===== config.mk =====
export PLATFORM = sky130hd
export DESIGN_NAME = tcw_channel
export DESIGN_NICKNAME = d
export VERILOG_FILES = /design/src/common/tcw_pkg.sv /design/src/logic/tcw_clk_div.sv /design/src/logic/tcw_edge_det.sv /design/src/logic/tcw_channel.sv
export SDC_FILE = /design/constraint.sdc
export NUM_CORES = 1
export LEC_CHECK = 0
export BUFFER_PORTS_ARGS = -buffer_cell sky130_fd_sc_hd__buf_2
export CELL_PAD_IN_SITES_DETAIL_PLACEMENT = 1
export CELL_PAD_IN_SITES_GLOBAL_PLACEMENT = 1
export CORE_MARGIN = 5
export CORE_UTILIZATION = 42
export CTS_CLUSTER_SIZE = 25
export DETAILED_ROUTE_END_ITERATION = 10
export PLACE_DENSITY = 0.9
export REMOVE_ABC_BUFFERS = 1
export SYNTH_ARGS = -nofsm -noshare
export SYNTH_HDL_FRONTEND = slang
export SYNTH_HIERARCHICAL = 1
export SYNTH_SLANG_ARGS = --single-unit

===== constraint.sdc =====
create_clock -name sys_clk -period 2.4 [get_ports sys_clk]
set_input_delay 0.12 -clock sys_clk [delete_from_list [all_inputs] [get_ports sys_clk]]
set_output_delay 0.12 -clock sys_clk [all_outputs]
set_load 0.005 [all_outputs]

===== src/common/tcw_pkg.sv =====
// Package of constants for the capture/width timer channel
`default_nettype none
package tcw_pkg;
    localparam int          CNT_W         = 16;
    localparam logic [15:0] CNT_CLEAR     = 16'h0000;
    localparam logic [15:0] CNT_RESET     = 16'h0000;
    localparam logic [15:0] CAP_RESET     = 16'h0000;
    localparam int          OVF_BIT       = 0;
    localparam logic [1:0]  EDGE_LOW_W    = 2'h2;
    localparam logic [1:0]  EDGE_HIGH_W   = 2'h3;
    localparam logic [7:0]  PRESCALE_DFLT = 8'h01;
    typedef enum logic [1:0] {TCW_IDLE, TCW_WAIT, TCW_COUNT} tcw_state_t;
endpackage
`default_nettype wire


===== src/logic/tcw_clk_div.sv =====
// Count clock enable divider
`default_nettype none
module tcw_clk_div #(
    parameter int W = 8
) (
    // Clock and reset
    input  wire logic         sys_clk,
    input  wire logic         reset,
    // Control
    input  wire logic         run,
    input  wire logic [W-1:0] divide,
    output var  logic         tick
);
    logic [W-1:0] count;

    always_ff @(posedge sys_clk or posedge reset) begin
        if (reset) begin
            count <= '0;
            tick  <= 1'b0;
        end else if (!run) begin
            count <= '0;
            tick  <= 1'b0;
        end else if (count + W'(1) >= divide) begin
            count <= '0;
            tick  <= 1'b1;
        end else begin
            count <= count + W'(1);
            tick  <= 1'b0;
        end
    end
endmodule // tcw_clk_div
`default_nettype wire


===== src/logic/tcw_edge_det.sv =====
// Timer input edge detector
`default_nettype none
module tcw_edge_det (
    // Clock and reset
    input  wire logic sys_clk,
    input  wire logic reset,
    input  wire logic clear,
    // Input and edges
    input  wire logic sig_in,
    output var  logic rise,
    output var  logic fall
);
    logic prev;

    always_ff @(posedge sys_clk or posedge reset) begin
        if (reset) begin
            prev <= 1'b0;
        end else if (clear) begin
            prev <= sig_in;
        end else begin
            prev <= sig_in;
        end
    end

    assign rise = sig_in & ~prev;
    assign fall = ~sig_in & prev;
endmodule // tcw_edge_det
`default_nettype wire


===== src/logic/tcw_channel.sv =====
// One capture channel: pulse interval and level width measurement
// How it works
// - Start trigger sets enable status and, in interval mode, starts counting; trigger self-clears.
// - Interval mode clears counter to zero on first count tick after start.
// - Start-interrupt select set gives a channel interrupt at start.
// - Capture, count and status values are always visible on ports.
// - Interval mode: edge or start trigger captures, clears, interrupts, repeatedly.
// - Interval capture sets overflow if counter wrapped since last capture.
// - Stop trigger clears enable, halts counter, holds count and overflow.
// - Unit clock enable low initializes all channel state.
// - Width mode uses capture one-count mode with an up counter.
// - Width mode start sets enable and waits for start edge without counting.
// - Start edge begins counting from zero; high width starts on rising.
// - Capture edge copies counter and raises interrupt in the same cycle.
// - Width capture sets overflow if the counter wrapped during measurement.
// - After width capture counter stops at captured plus one, then waits again.
// - Overflow is one bit; any number of wraps sets it.
// - Edge select 10 measures low width, 11 measures high width.
// - Width mode ignores start trigger while enable status is set.
// - Timer input sampled on every sys_clk edge, not on the divided operating clock tick; one cycle error.
// - Overflow flag sits at bit 0 of the status value.
`default_nettype none
module tcw_channel #(
    parameter int CNT_W = tcw_pkg::CNT_W,
    parameter int DIV_W = 8
) (
    // Clock and reset
    input  wire logic             sys_clk,
    input  wire logic             reset,
    // Unit control
    input  wire logic             unit_clock_enable,
    input  wire logic [DIV_W-1:0] operating_clock_select,
    // Channel mode
    input  wire logic             width_mode,
    input  wire logic             start_interrupt_select,
    input  wire logic             edge_select_high,
    input  wire logic             edge_select_low,
    // Triggers
    input  wire logic             channel_start_trigger_bit,
    input  wire logic             channel_stop_trigger,
    // Pin
    input  wire logic             timer_input_pin,
    // Status
    output var  logic             channel_enable_status_bit,
    output var  logic [CNT_W-1:0] timer_count_register,
    output var  logic [CNT_W-1:0] capture_data_register,
    output var  logic [7:0]       channel_status_register,
    output var  logic             channel_interrupt
);
    tcw_pkg::tcw_state_t state;
    logic                tick;
    logic                rise;
    logic                fall;
    logic                pin_q;
    logic                wrapped;
    logic                first_tick;
    logic                overflow_flag;
    logic                start_edge;
    logic                cap_edge;
    logic                start_ok;
    logic                stop_ok;
    logic                run;
    logic                measure_high;
    logic                cnt_wrap;

    // Pin sampled on every sys_clk edge, not on the operating clock tick
    always_ff @(posedge sys_clk or posedge reset) begin
        if (reset) begin
            pin_q <= 1'b0;
        end else begin
            pin_q <= timer_input_pin;
        end
    end

    assign run = unit_clock_enable && channel_enable_status_bit;

    tcw_clk_div #(.W(DIV_W)) u_div (
        .sys_clk (sys_clk),
        .reset   (reset),
        .run     (run),
        .divide  (operating_clock_select),
        .tick    (tick)
    );

    tcw_edge_det u_edge (
        .sys_clk (sys_clk),
        .reset   (reset),
        .clear   (~unit_clock_enable),
        .sig_in  (pin_q),
        .rise    (rise),
        .fall    (fall)
    );

    assign measure_high = edge_select_high && edge_select_low;
    assign start_edge   = measure_high ? rise : fall;
    assign cap_edge     = measure_high ? fall : rise;
    assign start_ok     = unit_clock_enable && channel_start_trigger_bit
                          && !(width_mode && channel_enable_status_bit);
    assign stop_ok      = unit_clock_enable && channel_stop_trigger;
    assign cnt_wrap     = tick && (timer_count_register == {CNT_W{1'b1}});

    // Enable status and state; triggers are pulses so they read back as 0
    always_ff @(posedge sys_clk or posedge reset) begin
        if (reset) begin
            channel_enable_status_bit <= 1'b0;
            state                     <= tcw_pkg::TCW_IDLE;
        end else if (!unit_clock_enable) begin
            channel_enable_status_bit <= 1'b0;
            state                     <= tcw_pkg::TCW_IDLE;
        end else if (stop_ok) begin
            channel_enable_status_bit <= 1'b0;
            state                     <= tcw_pkg::TCW_IDLE;
        end else begin
            case (state)
                tcw_pkg::TCW_IDLE: begin
                    if (start_ok) begin
                        channel_enable_status_bit <= 1'b1;
                        state <= width_mode ? tcw_pkg::TCW_WAIT : tcw_pkg::TCW_COUNT;
                    end
                end
                tcw_pkg::TCW_WAIT: begin
                    if (start_edge) begin
                        state <= tcw_pkg::TCW_COUNT;
                    end
                end
                tcw_pkg::TCW_COUNT: begin
                    if (width_mode && cap_edge) begin
                        state <= tcw_pkg::TCW_WAIT;
                    end
                end
                default: begin
                    state <= tcw_pkg::TCW_IDLE;
                end
            endcase
        end
    end

    // Counter
    always_ff @(posedge sys_clk or posedge reset) begin
        if (reset) begin
            timer_count_register <= tcw_pkg::CNT_RESET;
            first_tick           <= 1'b0;
        end else if (!unit_clock_enable) begin
            timer_count_register <= tcw_pkg::CNT_RESET;
            first_tick           <= 1'b0;
        end else if (stop_ok) begin
            first_tick <= 1'b0;
        end else if (state == tcw_pkg::TCW_IDLE && start_ok && !width_mode) begin
            first_tick <= 1'b1;
        end else if (state == tcw_pkg::TCW_WAIT && start_edge) begin
            timer_count_register <= tcw_pkg::CNT_CLEAR;
        end else if (state == tcw_pkg::TCW_COUNT) begin
            if (!width_mode && (rise || fall) && (edge_select_high ? (measure_high ? rise : fall) : rise)) begin
                timer_count_register <= tcw_pkg::CNT_CLEAR;
                first_tick           <= 1'b0;
            end else if (!width_mode && channel_start_trigger_bit) begin
                timer_count_register <= tcw_pkg::CNT_CLEAR;
                first_tick           <= 1'b0;
            end else if (width_mode && cap_edge) begin
                timer_count_register <= timer_count_register + CNT_W'(1);
            end else if (tick && first_tick) begin
                timer_count_register <= tcw_pkg::CNT_CLEAR;
                first_tick           <= 1'b0;
            end else if (tick) begin
                timer_count_register <= timer_count_register + CNT_W'(1);
            end
        end
    end

    // Interval capture event shared by capture, flag and interrupt logic
    logic ivl_cap;
    assign ivl_cap = state == tcw_pkg::TCW_COUNT && !width_mode && unit_clock_enable && !stop_ok
                     && (channel_start_trigger_bit
                         || (edge_select_high ? (measure_high ? rise : fall) : rise));
    logic wid_cap;
    assign wid_cap = state == tcw_pkg::TCW_COUNT && width_mode && cap_edge && unit_clock_enable && !stop_ok;

    // Capture register and overflow flag
    always_ff @(posedge sys_clk or posedge reset) begin
        if (reset) begin
            capture_data_register <= tcw_pkg::CAP_RESET;
            overflow_flag         <= 1'b0;
            wrapped               <= 1'b0;
        end else if (!unit_clock_enable) begin
            capture_data_register <= tcw_pkg::CAP_RESET;
            overflow_flag         <= 1'b0;
            wrapped               <= 1'b0;
        end else if (ivl_cap || wid_cap) begin
            capture_data_register <= timer_count_register;
            overflow_flag         <= wrapped || cnt_wrap;
            wrapped               <= 1'b0;
        end else if (state == tcw_pkg::TCW_WAIT && start_edge) begin
            wrapped <= 1'b0;
        end else if (state == tcw_pkg::TCW_COUNT && cnt_wrap && !first_tick && !stop_ok) begin
            wrapped <= 1'b1;
        end
    end

    // Interrupt pulse
    always_ff @(posedge sys_clk or posedge reset) begin
        if (reset) begin
            channel_interrupt <= 1'b0;
        end else if (!unit_clock_enable || stop_ok) begin
            channel_interrupt <= 1'b0;
        end else if (state == tcw_pkg::TCW_IDLE && start_ok) begin
            channel_interrupt <= start_interrupt_select;
        end else begin
            channel_interrupt <= ivl_cap || wid_cap;
        end
    end

    // Status value, always readable
    always_ff @(posedge sys_clk or posedge reset) begin
        if (reset) begin
            channel_status_register <= 8'h00;
        end else begin
            channel_status_register          <= 8'h00;
            channel_status_register[tcw_pkg::OVF_BIT] <= (ivl_cap || wid_cap) ? (wrapped || cnt_wrap)
                                                                            : overflow_flag;
        end
    end

    property p_stop_clears;
        @(posedge sys_clk) disable iff (reset)
        (unit_clock_enable && channel_stop_trigger) |=> !channel_enable_status_bit;
    endproperty
    a_stop_clears: assert property (p_stop_clears) else $error("stop did not clear enable");

    property p_start_sets;
        @(posedge sys_clk) disable iff (reset)
        (state == tcw_pkg::TCW_IDLE && start_ok && !stop_ok) |=> channel_enable_status_bit;
    endproperty
    a_start_sets: assert property (p_start_sets) else $error("start did not set enable");

    property p_capture_copy;
        @(posedge sys_clk) disable iff (reset)
        wid_cap |=> (capture_data_register == $past(timer_count_register)) && channel_interrupt;
    endproperty
    a_capture_copy: assert property (p_capture_copy) else $error("width capture wrong");

    property p_plus_one;
        @(posedge sys_clk) disable iff (reset)
        wid_cap |=> timer_count_register == capture_data_register + CNT_W'(1);
    endproperty
    a_plus_one: assert property (p_plus_one) else $error("counter not at capture plus one");

    property p_wait_holds;
        @(posedge sys_clk) disable iff (reset)
        (state == tcw_pkg::TCW_WAIT && !start_edge && unit_clock_enable) |=> $stable(timer_count_register);
    endproperty
    a_wait_holds: assert property (p_wait_holds) else $error("counted while waiting");

    property p_unit_off;
        @(posedge sys_clk) disable iff (reset)
        !unit_clock_enable |=> (timer_count_register == 16'h0000) && !channel_enable_status_bit;
    endproperty
    a_unit_off: assert property (p_unit_off) else $error("unit off did not initialize");

    property p_ignore_restart;
        @(posedge sys_clk) disable iff (reset)
        (width_mode && channel_enable_status_bit && channel_start_trigger_bit && state == tcw_pkg::TCW_WAIT
         && !start_edge && unit_clock_enable && !stop_ok)
        |=> state == tcw_pkg::TCW_WAIT && !channel_interrupt && $stable(timer_count_register);
    endproperty
    a_ignore_restart: assert property (p_ignore_restart) else $error("restart not ignored");

    property p_ivl_clear;
        @(posedge sys_clk) disable iff (reset)
        ivl_cap |=> (timer_count_register == tcw_pkg::CNT_CLEAR) && channel_interrupt
                    && (capture_data_register == $past(timer_count_register));
    endproperty
    a_ivl_clear: assert property (p_ivl_clear) else $error("interval capture did not clear");

    property p_start_irq;
        @(posedge sys_clk) disable iff (reset)
        (state == tcw_pkg::TCW_IDLE && start_ok && !stop_ok) |=> channel_interrupt == $past(start_interrupt_select);
    endproperty
    a_start_irq: assert property (p_start_irq) else $error("start interrupt select not honoured");

    property p_first_clear;
        @(posedge sys_clk) disable iff (reset)
        (!width_mode && state == tcw_pkg::TCW_COUNT && first_tick && tick && unit_clock_enable && !stop_ok)
        |=> timer_count_register == tcw_pkg::CNT_CLEAR;
    endproperty
    a_first_clear: assert property (p_first_clear) else $error("first count tick did not clear");

    property p_stop_holds;
        @(posedge sys_clk) disable iff (reset)
        stop_ok |=> $stable(timer_count_register) && $stable(overflow_flag);
    endproperty
    a_stop_holds: assert property (p_stop_holds) else $error("stop did not hold count and flag");

    property p_idle_holds;
        @(posedge sys_clk) disable iff (reset)
        (state == tcw_pkg::TCW_IDLE && unit_clock_enable) |=> $stable(timer_count_register);
    endproperty
    a_idle_holds: assert property (p_idle_holds) else $error("counter moved while stopped");

    property p_wid_ovf_set;
        @(posedge sys_clk) disable iff (reset)
        (wid_cap && wrapped) |=> channel_status_register[tcw_pkg::OVF_BIT];
    endproperty
    a_wid_ovf_set: assert property (p_wid_ovf_set) else $error("wrap not reported as overflow");

    property p_wid_ovf_clear;
        @(posedge sys_clk) disable iff (reset)
        (wid_cap && !wrapped && !cnt_wrap) |=> !channel_status_register[tcw_pkg::OVF_BIT];
    endproperty
    a_wid_ovf_clear: assert property (p_wid_ovf_clear) else $error("overflow set without wrap");
endmodule // tcw_channel
`default_nettype wire


==> results.cfg, run 1 <==
[sta]
grt_setup_unrepaired = false
period_share_pct = 93.3
fin_skew_ns = 0.0105
setup_total_negative_slack_ns = 0
postLayoutSetupSlackWorst_ns = 0.161
timing.final.crit_period_ns = 2.24
slew-limit-headroom_pct = 56.4
slew_violations = 0
setup-violations-final = 0
fmax_mhz = 447
final.hold.worst_slack_ns = 0.0477
tightest_slew_ns = 0.652
final-hold-violation-count = 0

[global_routing]
grt_pass1_vias = 2741
grt_first_pass_wirelength_um = 12900
grt_antenna_before_repair = 0
global_route.usage.total_pct = 18.2
grt_start_max_net_pins = 42
global_route.overflow_total = 0

[clocking]
cts.sinks = 51
clk_pin_slew_worst_setup_hold_paths_ns = 0.09
clock_tree.htree_level_count = 2
post_cts_resize_count = 0
clk_root_buffer_cell = sky130_fd_sc_hd__clkbuf_8
cts_buffers = 5
tritoncts = built
ctsLongestPathBuffers = 2
clkLatencyLatePin_ns = 0.31

[critical_path]
critical_path_startpoint_category = register
critical_path.max_stage_delay_ns = 0.39
timing_worst_setup_path_type = reg2reg
cp_num_cells = 7
worst_setup_path_endpoint = timer_count_register[1]$_DFFE_PP0P_
setup.reg_to_reg.worst_slack_ns = 0.16
crit_path_top_delay_cell = sky130_fd_sc_hd__nor2b_1
worst_path_cell_trace = nor2b_1, a21oi_1, or2_2, a311oi_4, buf_4, nor2_1, mux2_2
timing.critical_path.arrival_ns = 2.44
timing.critical_path.max_delay_family = simple AND/OR/NAND/NOR gates
crit_path_end_kind = register
worstPathMaxFanout = 15
timing.critical_path.from = pin_q$_DFF_PP0_
path_buf_inv = 1
regToRegStartpoint = pin_q$_DFF_PP0_
r2r-end = timer_count_register[1]$_DFFE_PP0P_
crit_required_ns = 2.60
rr_worst_depth = 7

[floorplan]
die_w_um = 94.3
placeableCoreArea_um2 = 6870
die_h_um = 94.3
floorplan.die_area_um2 = 8880
rows = 30
initial_core_util_pct = 43.4
io-pin-count = 60

[power_and_ir_drop]
power.share.sequential_pct = 52.5
power.share.switching_pct = 23.6
power.clock.fraction_pct = 37.7
power.density_nw_per_um2 = 474
p_int_uw = 1260
leakage_uw = 0.00167
peakVddDrop_mv = 0.247
p_comb_share_pct = 9.8
power.switching_uw = 390

[run_status]
status = finished clean

[synth]
ys_seq_area_share_pct = 42.8
syn_std_cell_area_um2 = 2980
main_flop_type_after_synthesis = sky130_fd_sc_hd__dfrtp_1
synth_edf_count = 0
netlist_top_cells_count = 51 x sky130_fd_sc_hd__dfrtp_1, 43 x sky130_fd_sc_hd__nand2_1, 22 x sky130_fd_sc_hd__nor2_1
synth_top_area_cells = sky130_fd_sc_hd__dfrtp_1 43%, sky130_fd_sc_hd__nand2_1 5.4%, sky130_fd_sc_hd__ha_1 4.2%
synthArstFlopShare_pct = 100
register_bit_total_from_synthesis = 51
synthCells = 307
synth.avg_cell_area_um2 = 9.71
post-synth-top-area-cell = sky130_fd_sc_hd__dfrtp_1
yosys.cell_count.top_type = sky130_fd_sc_hd__dfrtp_1
post_synth_num_cell_types = 60
yosys.area.top_type_share_pct = 42.8
ys_warn_count = 6

[placement]
dp_worst_setup_slack_ns = 0.137
gpl.final_weighted_congestion = 0.817
numPlacedInstances = 451
port_buffers = 52
dpl.hpwl_um = 5770

[min_path]
holdCritPathClass = in2reg

[detailed_routing]
drt_first_pass_iters = 4
detailroute.via_count = 2512
drt_iter0_drcs = 99
drc = 0
postRouteAntennaNets = 0
drt_wl_total_um = 7710
wire_per_inst_um = 16.6
vias_per_cell = 5.40

[cells_and_area]
final_layout_size_suffix_gt1_share_pct = 24.7
area.growth.synth_to_final_pct = 16.7
layout.nets = 396
insertedDiodeCount = 0
post_layout_nonfiller_instances = 465

[job]
maxCapViolations = 0
[state kept, by name, summed over array words and instances, names as in the netlist]
register,count
first_tick,1
overflow_flag,1
pin_q,1
capture_data_register,16
channel_status_register,1
timer_count_register,16
channel_enable_status_bit,1
u_div/tick,1
u_div/count,8
u_edge/prev,1
channel_interrupt,1
state,2
wrapped,1
[per-layer routing]
metal / routed length, um / vias up / track usage, %
met4: 70 / 0 / 3.97
li1: - / 1208 / -
met2: 4080 / 42 / 34.8
met3: 368 / 6 / 3.69
met1: 3190 / 1256 / 20.5
met5: 0 / - / 0
[cells by family (layout without fill, tap and decap cells)]
family | after synthesis | count (layout) | synth area share (%)
buffers and inverters | 34 | 90 | 6.42
flip-flops | 51 | 51 | 42.8
multiplexers | 3 | 3 | 1.51
other | 1 | 7 | 0.126
AO/OA/AOI/OAI | 71 | 71 | 20.4
AND/OR/NAND/NOR | 131 | 131 | 22.8
adder cells (fa/ha/maj) | 10 | 10 | 4.20
XOR/XNOR | 6 | 6 | 1.76
[worst min path at each step]
stage	start	end	depth (start not counted)
final	start_interrupt_select	channel_interrupt$_DFF_PP0_	3
after CTS	start_interrupt_select	channel_interrupt$_DFF_PP0_	3
after detailed placement	reset	u_edge/prev$_DFF_PP0_	2
after global routing	start_interrupt_select	channel_interrupt$_DFF_PP0_	3
after floorplan	reset	u_edge/prev$_DFF_PP0_	1
after global placement	reset	u_edge/prev$_DFF_PP0_	2
[layout make-up]
class | count | area (um2)
Multi-Input combinational cell | 228 | 1540
Clock inverter | 2 | 35.0
Inverter | 16 | 60.1
Fill cell | 820 | 3390
Timing Repair Buffer | 66 | 370
Clock buffer | 6 | 82.6
Tap cell | 96 | 120
Sequential cell | 51 | 1280
[worst reg2reg max path, cell delays in order (launching register included)]
cell and delay, ns:
sky130_fd_sc_hd__dfrtp_1 0.37, sky130_fd_sc_hd__nor2b_1 0.39, sky130_fd_sc_hd__a21oi_1 0.13, sky130_fd_sc_hd__or2_2 0.36, sky130_fd_sc_hd__a311oi_4 0.24, sky130_fd_sc_hd__buf_4 0.27
sky130_fd_sc_hd__nor2_1 0.10, sky130_fd_sc_hd__mux2_2 0.28
[placed cells by master, fill, tap and decap left out, types with 7 or more instances in the layout]
| cell | instances |
|---|---|
| sky130_fd_sc_hd__buf_2 | 52 |
| sky130_fd_sc_hd__dfrtp_1 | 51 |
| sky130_fd_sc_hd__nand2_1 | 43 |
| sky130_fd_sc_hd__nor2_1 | 22 |
| sky130_fd_sc_hd__inv_1 | 16 |
| sky130_fd_sc_hd__o21ai_1 | 16 |
| sky130_fd_sc_hd__o22ai_1 | 14 |
| sky130_fd_sc_hd__a22o_1 | 13 |
| sky130_fd_sc_hd__buf_4 | 12 |
| sky130_fd_sc_hd__nor3_1 | 11 |
| sky130_fd_sc_hd__nor2b_1 | 10 |
| sky130_fd_sc_hd__ha_1 | 10 |
| sky130_fd_sc_hd__nand3_1 | 8 |
| sky130_fd_sc_hd__conb_1 | 7 |
[power groups by stage]
| stage | combinational, uW | clock (uW) | sequential (uW) |
|---|---|---|---|
| after floorplan | 97.8 | 0 | 883 |
| after global placement | 150 | 0 | 884 |
| after detailed placement | 158 | 0 | 884 |
| after CTS | 162 | 648 | 868 |
| after global routing | 181 | 679 | 868 |
| final | 162 | 622 | 867 |
[what timing repair did]
action | CTS | global route
endpoints found under the hold margin | 52 | 0
setup buffers | 0 | 4
hold buffers | 2 | 0
setup endpoints to repair | 0 | 6
[metrics by stage]
step	instance area (um2)	total power (uW)	util [%]
after global placement	3310	1030	48.2
after detailed placement	3310	1040	48.2
after CTS	3450	1680	50.2
after global routing	3480	1730	50.7
final	3480	1650	50.7
after floorplan	2870	981	-
No activity file was read; power rests on OpenSTA's default activity.
==> inputs of run 2 (changes only) <==
--- a/config.mk
+++ b/config.mk
@@ -6,15 +6,15 @@
 export NUM_CORES = 1
 export LEC_CHECK = 0
 export BUFFER_PORTS_ARGS = -buffer_cell sky130_fd_sc_hd__buf_2
+export CAP_MARGIN = 30
 export CELL_PAD_IN_SITES_DETAIL_PLACEMENT = 1
 export CELL_PAD_IN_SITES_GLOBAL_PLACEMENT = 1
 export CORE_MARGIN = 5
-export CORE_UTILIZATION = 42
+export CORE_UTILIZATION = 41
 export CTS_CLUSTER_SIZE = 25
 export DETAILED_ROUTE_END_ITERATION = 10
-export PLACE_DENSITY = 0.9
+export PLACE_DENSITY = 0.89
 export REMOVE_ABC_BUFFERS = 1
 export SYNTH_ARGS = -nofsm -noshare
 export SYNTH_HDL_FRONTEND = slang
-export SYNTH_HIERARCHICAL = 1
 export SYNTH_SLANG_ARGS = --single-unit
==> run 2 against run 1 <==
  * Sequential power increased by 22%
  * Global-route usage increased by 0.83 points
  * Non-clock buffer count decreased by 3
  * Area after synthesis decreased by 2.1%
  * Power increased by 24%
  * Final cell count increased by 1.5%
  * Clock-buffer cell count unchanged
  * Via count increased by 5.3%
  * Clock skew decreased by 0.0022 ns
  * Highest routed layer unchanged
==> results.cfg, run 2 <==
[critical_path]
setup.reg_to_reg.worst_slack_ns = 0.09
rr_worst_depth = 8
worst_path_cell_trace = inv_1, ha_1, and4bb_1, a311oi_4, o2111a_1, or2_1, buf_12, a221o_1
crit_path_end_kind = register
crit_required_ns = 2.60
r2r-end = timer_count_register[6]$_DFFE_PP0P_
crit_path_top_delay_cell = sky130_fd_sc_hd__dfrtp_1
critical_path_startpoint_category = register
critical_path.max_stage_delay_ns = 0.37
worstPathMaxFanout = 14
regToRegStartpoint = pin_q$_DFF_PP0_
timing.critical_path.arrival_ns = 2.51
timing_worst_setup_path_type = reg2reg

[floorplan]
rows = 30
placeableCoreArea_um2 = 6870
io-pin-count = 60
die_w_um = 94.4
floorplan.die_area_um2 = 8910
initial_core_util_pct = 42.5
die_h_um = 94.4

[min_path]
holdPathEnd = channel_interrupt$_DFF_PP0_
holdCritPathClass = in2reg
min_from = start_interrupt_select
worst_hold_path.num_cells = 3

[sta]
setup-violations-final = 0
slew-limit-headroom_pct = 59.5
slew_violations = 0
setup_total_negative_slack_ns = 0
final-hold-violation-count = 0
grt_setup_unrepaired = false
final.hold.worst_slack_ns = 0.0633
tightest_slew_ns = 0.608
fmax_mhz = 434
postLayoutSetupSlackWorst_ns = 0.0940
fin_skew_ns = 0.00835
timing.final.crit_period_ns = 2.31
period_share_pct = 96.1

[job]
maxCapViolations = 0

[synth]
yosys.area.top_type_share_pct = 43.7
synth.avg_cell_area_um2 = 9.15
synth_top_area_cells = sky130_fd_sc_hd__dfrtp_1 44%, sky130_fd_sc_hd__ha_1 5.1%, sky130_fd_sc_hd__nand3_1 4.5%
post-synth-top-area-cell = sky130_fd_sc_hd__dfrtp_1
synth_edf_count = 0
register_bit_total_from_synthesis = 51
netlist_top_cells_count = 51 x sky130_fd_sc_hd__dfrtp_1, 32 x sky130_fd_sc_hd__inv_1, 26 x sky130_fd_sc_hd__nand3_1
yosys.cell_count.top_type = sky130_fd_sc_hd__dfrtp_1
synthArstFlopShare_pct = 100
post_synth_num_cell_types = 51
synthCells = 319
syn_std_cell_area_um2 = 2920
ys_warn_count = 0
ys_seq_area_share_pct = 43.7
main_flop_type_after_synthesis = sky130_fd_sc_hd__dfrtp_1

[clocking]
cts.sinks = 51
tritoncts = built
clkLatencyLatePin_ns = 0.31
clk_pin_slew_worst_setup_hold_paths_ns = 0.09
clk_root_buffer_cell = sky130_fd_sc_hd__clkbuf_8
clock_tree.htree_level_count = 2
cts_buffers = 5
ctsLongestPathBuffers = 2

[power_and_ir_drop]
finalPower_uw = 2040
power.density_nw_per_um2 = 594
peakVddDrop_mv = 0.322
leakage_uw = 0.00168

[run_status]
status = finished clean

[global_routing]
grt_first_pass_wirelength_um = 13500
grt_antenna_before_repair = 0
global_route.usage.total_pct = 19.0
global_route.overflow_total = 0
grt_start_max_net_pins = 25
grt_pass1_vias = 2761

[detailed_routing]
detailroute.via_count = 2644
drt_first_pass_iters = 4
wire_per_inst_um = 17.0
vias_per_cell = 5.60
drc = 0
postRouteAntennaNets = 0
drt_iter0_drcs = 123
drt_wl_total_um = 8010

[cells_and_area]
most_common_cell_after_layout_fill_and_taps_aside = sky130_fd_sc_hd__buf_2
final_layout_size_suffix_gt1_share_pct = 19.9
insertedDiodeCount = 0
layout_common_cells = 52 x sky130_fd_sc_hd__buf_2, 50 x sky130_fd_sc_hd__dfrtp_1, 31 x sky130_fd_sc_hd__inv_1, 26 x sky130_fd_sc_hd__nand3_1, 21 x sky130_fd_sc_hd__nor3_1
area.growth.synth_to_final_pct = 17.7
layout.nets = 406
finish.instance_area_um2 = 3440
largestRegisters = capture_data_register x16, timer_count_register x16, u_div.count x8

[placement]
port_buffers = 52
dpl.hpwl_um = 6070
gpl.final_weighted_congestion = 0.814
placement.cell_area_um2 = 3290
dp_worst_setup_slack_ns = 0.0652
run 2: per-layer routing:
layer | routed length [um] | up-vias | GRT usage (%)
li1 | - | 1244 | -
met1 | 3300 | 1311 | 23.2
met2 | 4130 | 74 | 34.3
met3 | 431 | 15 | 3.27
met4 | 145 | 0 | 5.54
met5 | 0 | - | 0
run 2: what timing repair did:
item	in CTS	in global routing
setup endpoints to repair	0	12
buffers inserted	0	0
gates resized for setup	0	6
hold endpoints to repair	20	0
hold buffers	2	0
run 2: cell families after synthesis:
logic type / after synthesis / synth area share [%]
compound gates: 69 / 17.1
simple gates: 127 / 23.1
fa+ha+maj: 12 / 5.14
buf+inv: 51 / 8.44
mux: 1 / 0.343
other cells: 1 / 0.128
xor+xnor: 7 / 2.10
flops: 51 / 43.7
run 2: cell type report:
type                    count  area, um2
clock buffers               6       72.6
fillers                   844       3430
repair buffers             63        360
flip-flops and latches     51       1280
multi-input cells         223       1460
inverters                  32        120
well taps                  96        120
clock inverters             1       30.0
run 2: stage by stage:
step,cells,utilization (%)
floorplan,306,-
global placement,463,47.8
detailed placement,463,47.8
CTS,472,49.6
global route,472,50.0
finish,472,50.0
run 2: worst max-delay path by stage:
stage,from,endpoint
after floorplan,pin_q$_DFF_PP0_,overflow_flag$_DFF_PP0_
after global placement,pin_q$_DFF_PP0_,timer_count_register[14]$_DFFE_PP0P_
after detailed placement,pin_q$_DFF_PP0_,timer_count_register[14]$_DFFE_PP0P_
after CTS,pin_q$_DFF_PP0_,timer_count_register[14]$_DFFE_PP0P_
after global routing,pin_q$_DFF_PP0_,timer_count_register[8]$_DFFE_PP0P_
final,pin_q$_DFF_PP0_,timer_count_register[6]$_DFFE_PP0P_
run 2: critical path: cells and delay by family, from the launching register on:
kind,cells,cell delay [ns]
fa+ha+maj,1,0.30
compound gates,3,0.71
buf+inv,2,0.22
flops,1,0.37
simple gates,2,0.58
run 2: power breakdown:
part	internal [uW]	leakage, uW	switching (uW)	total, uW
Clock	306	0.0000513	291	597
Sequential	931	0.000698	129	1060
Combinational	171	0.000929	214	385
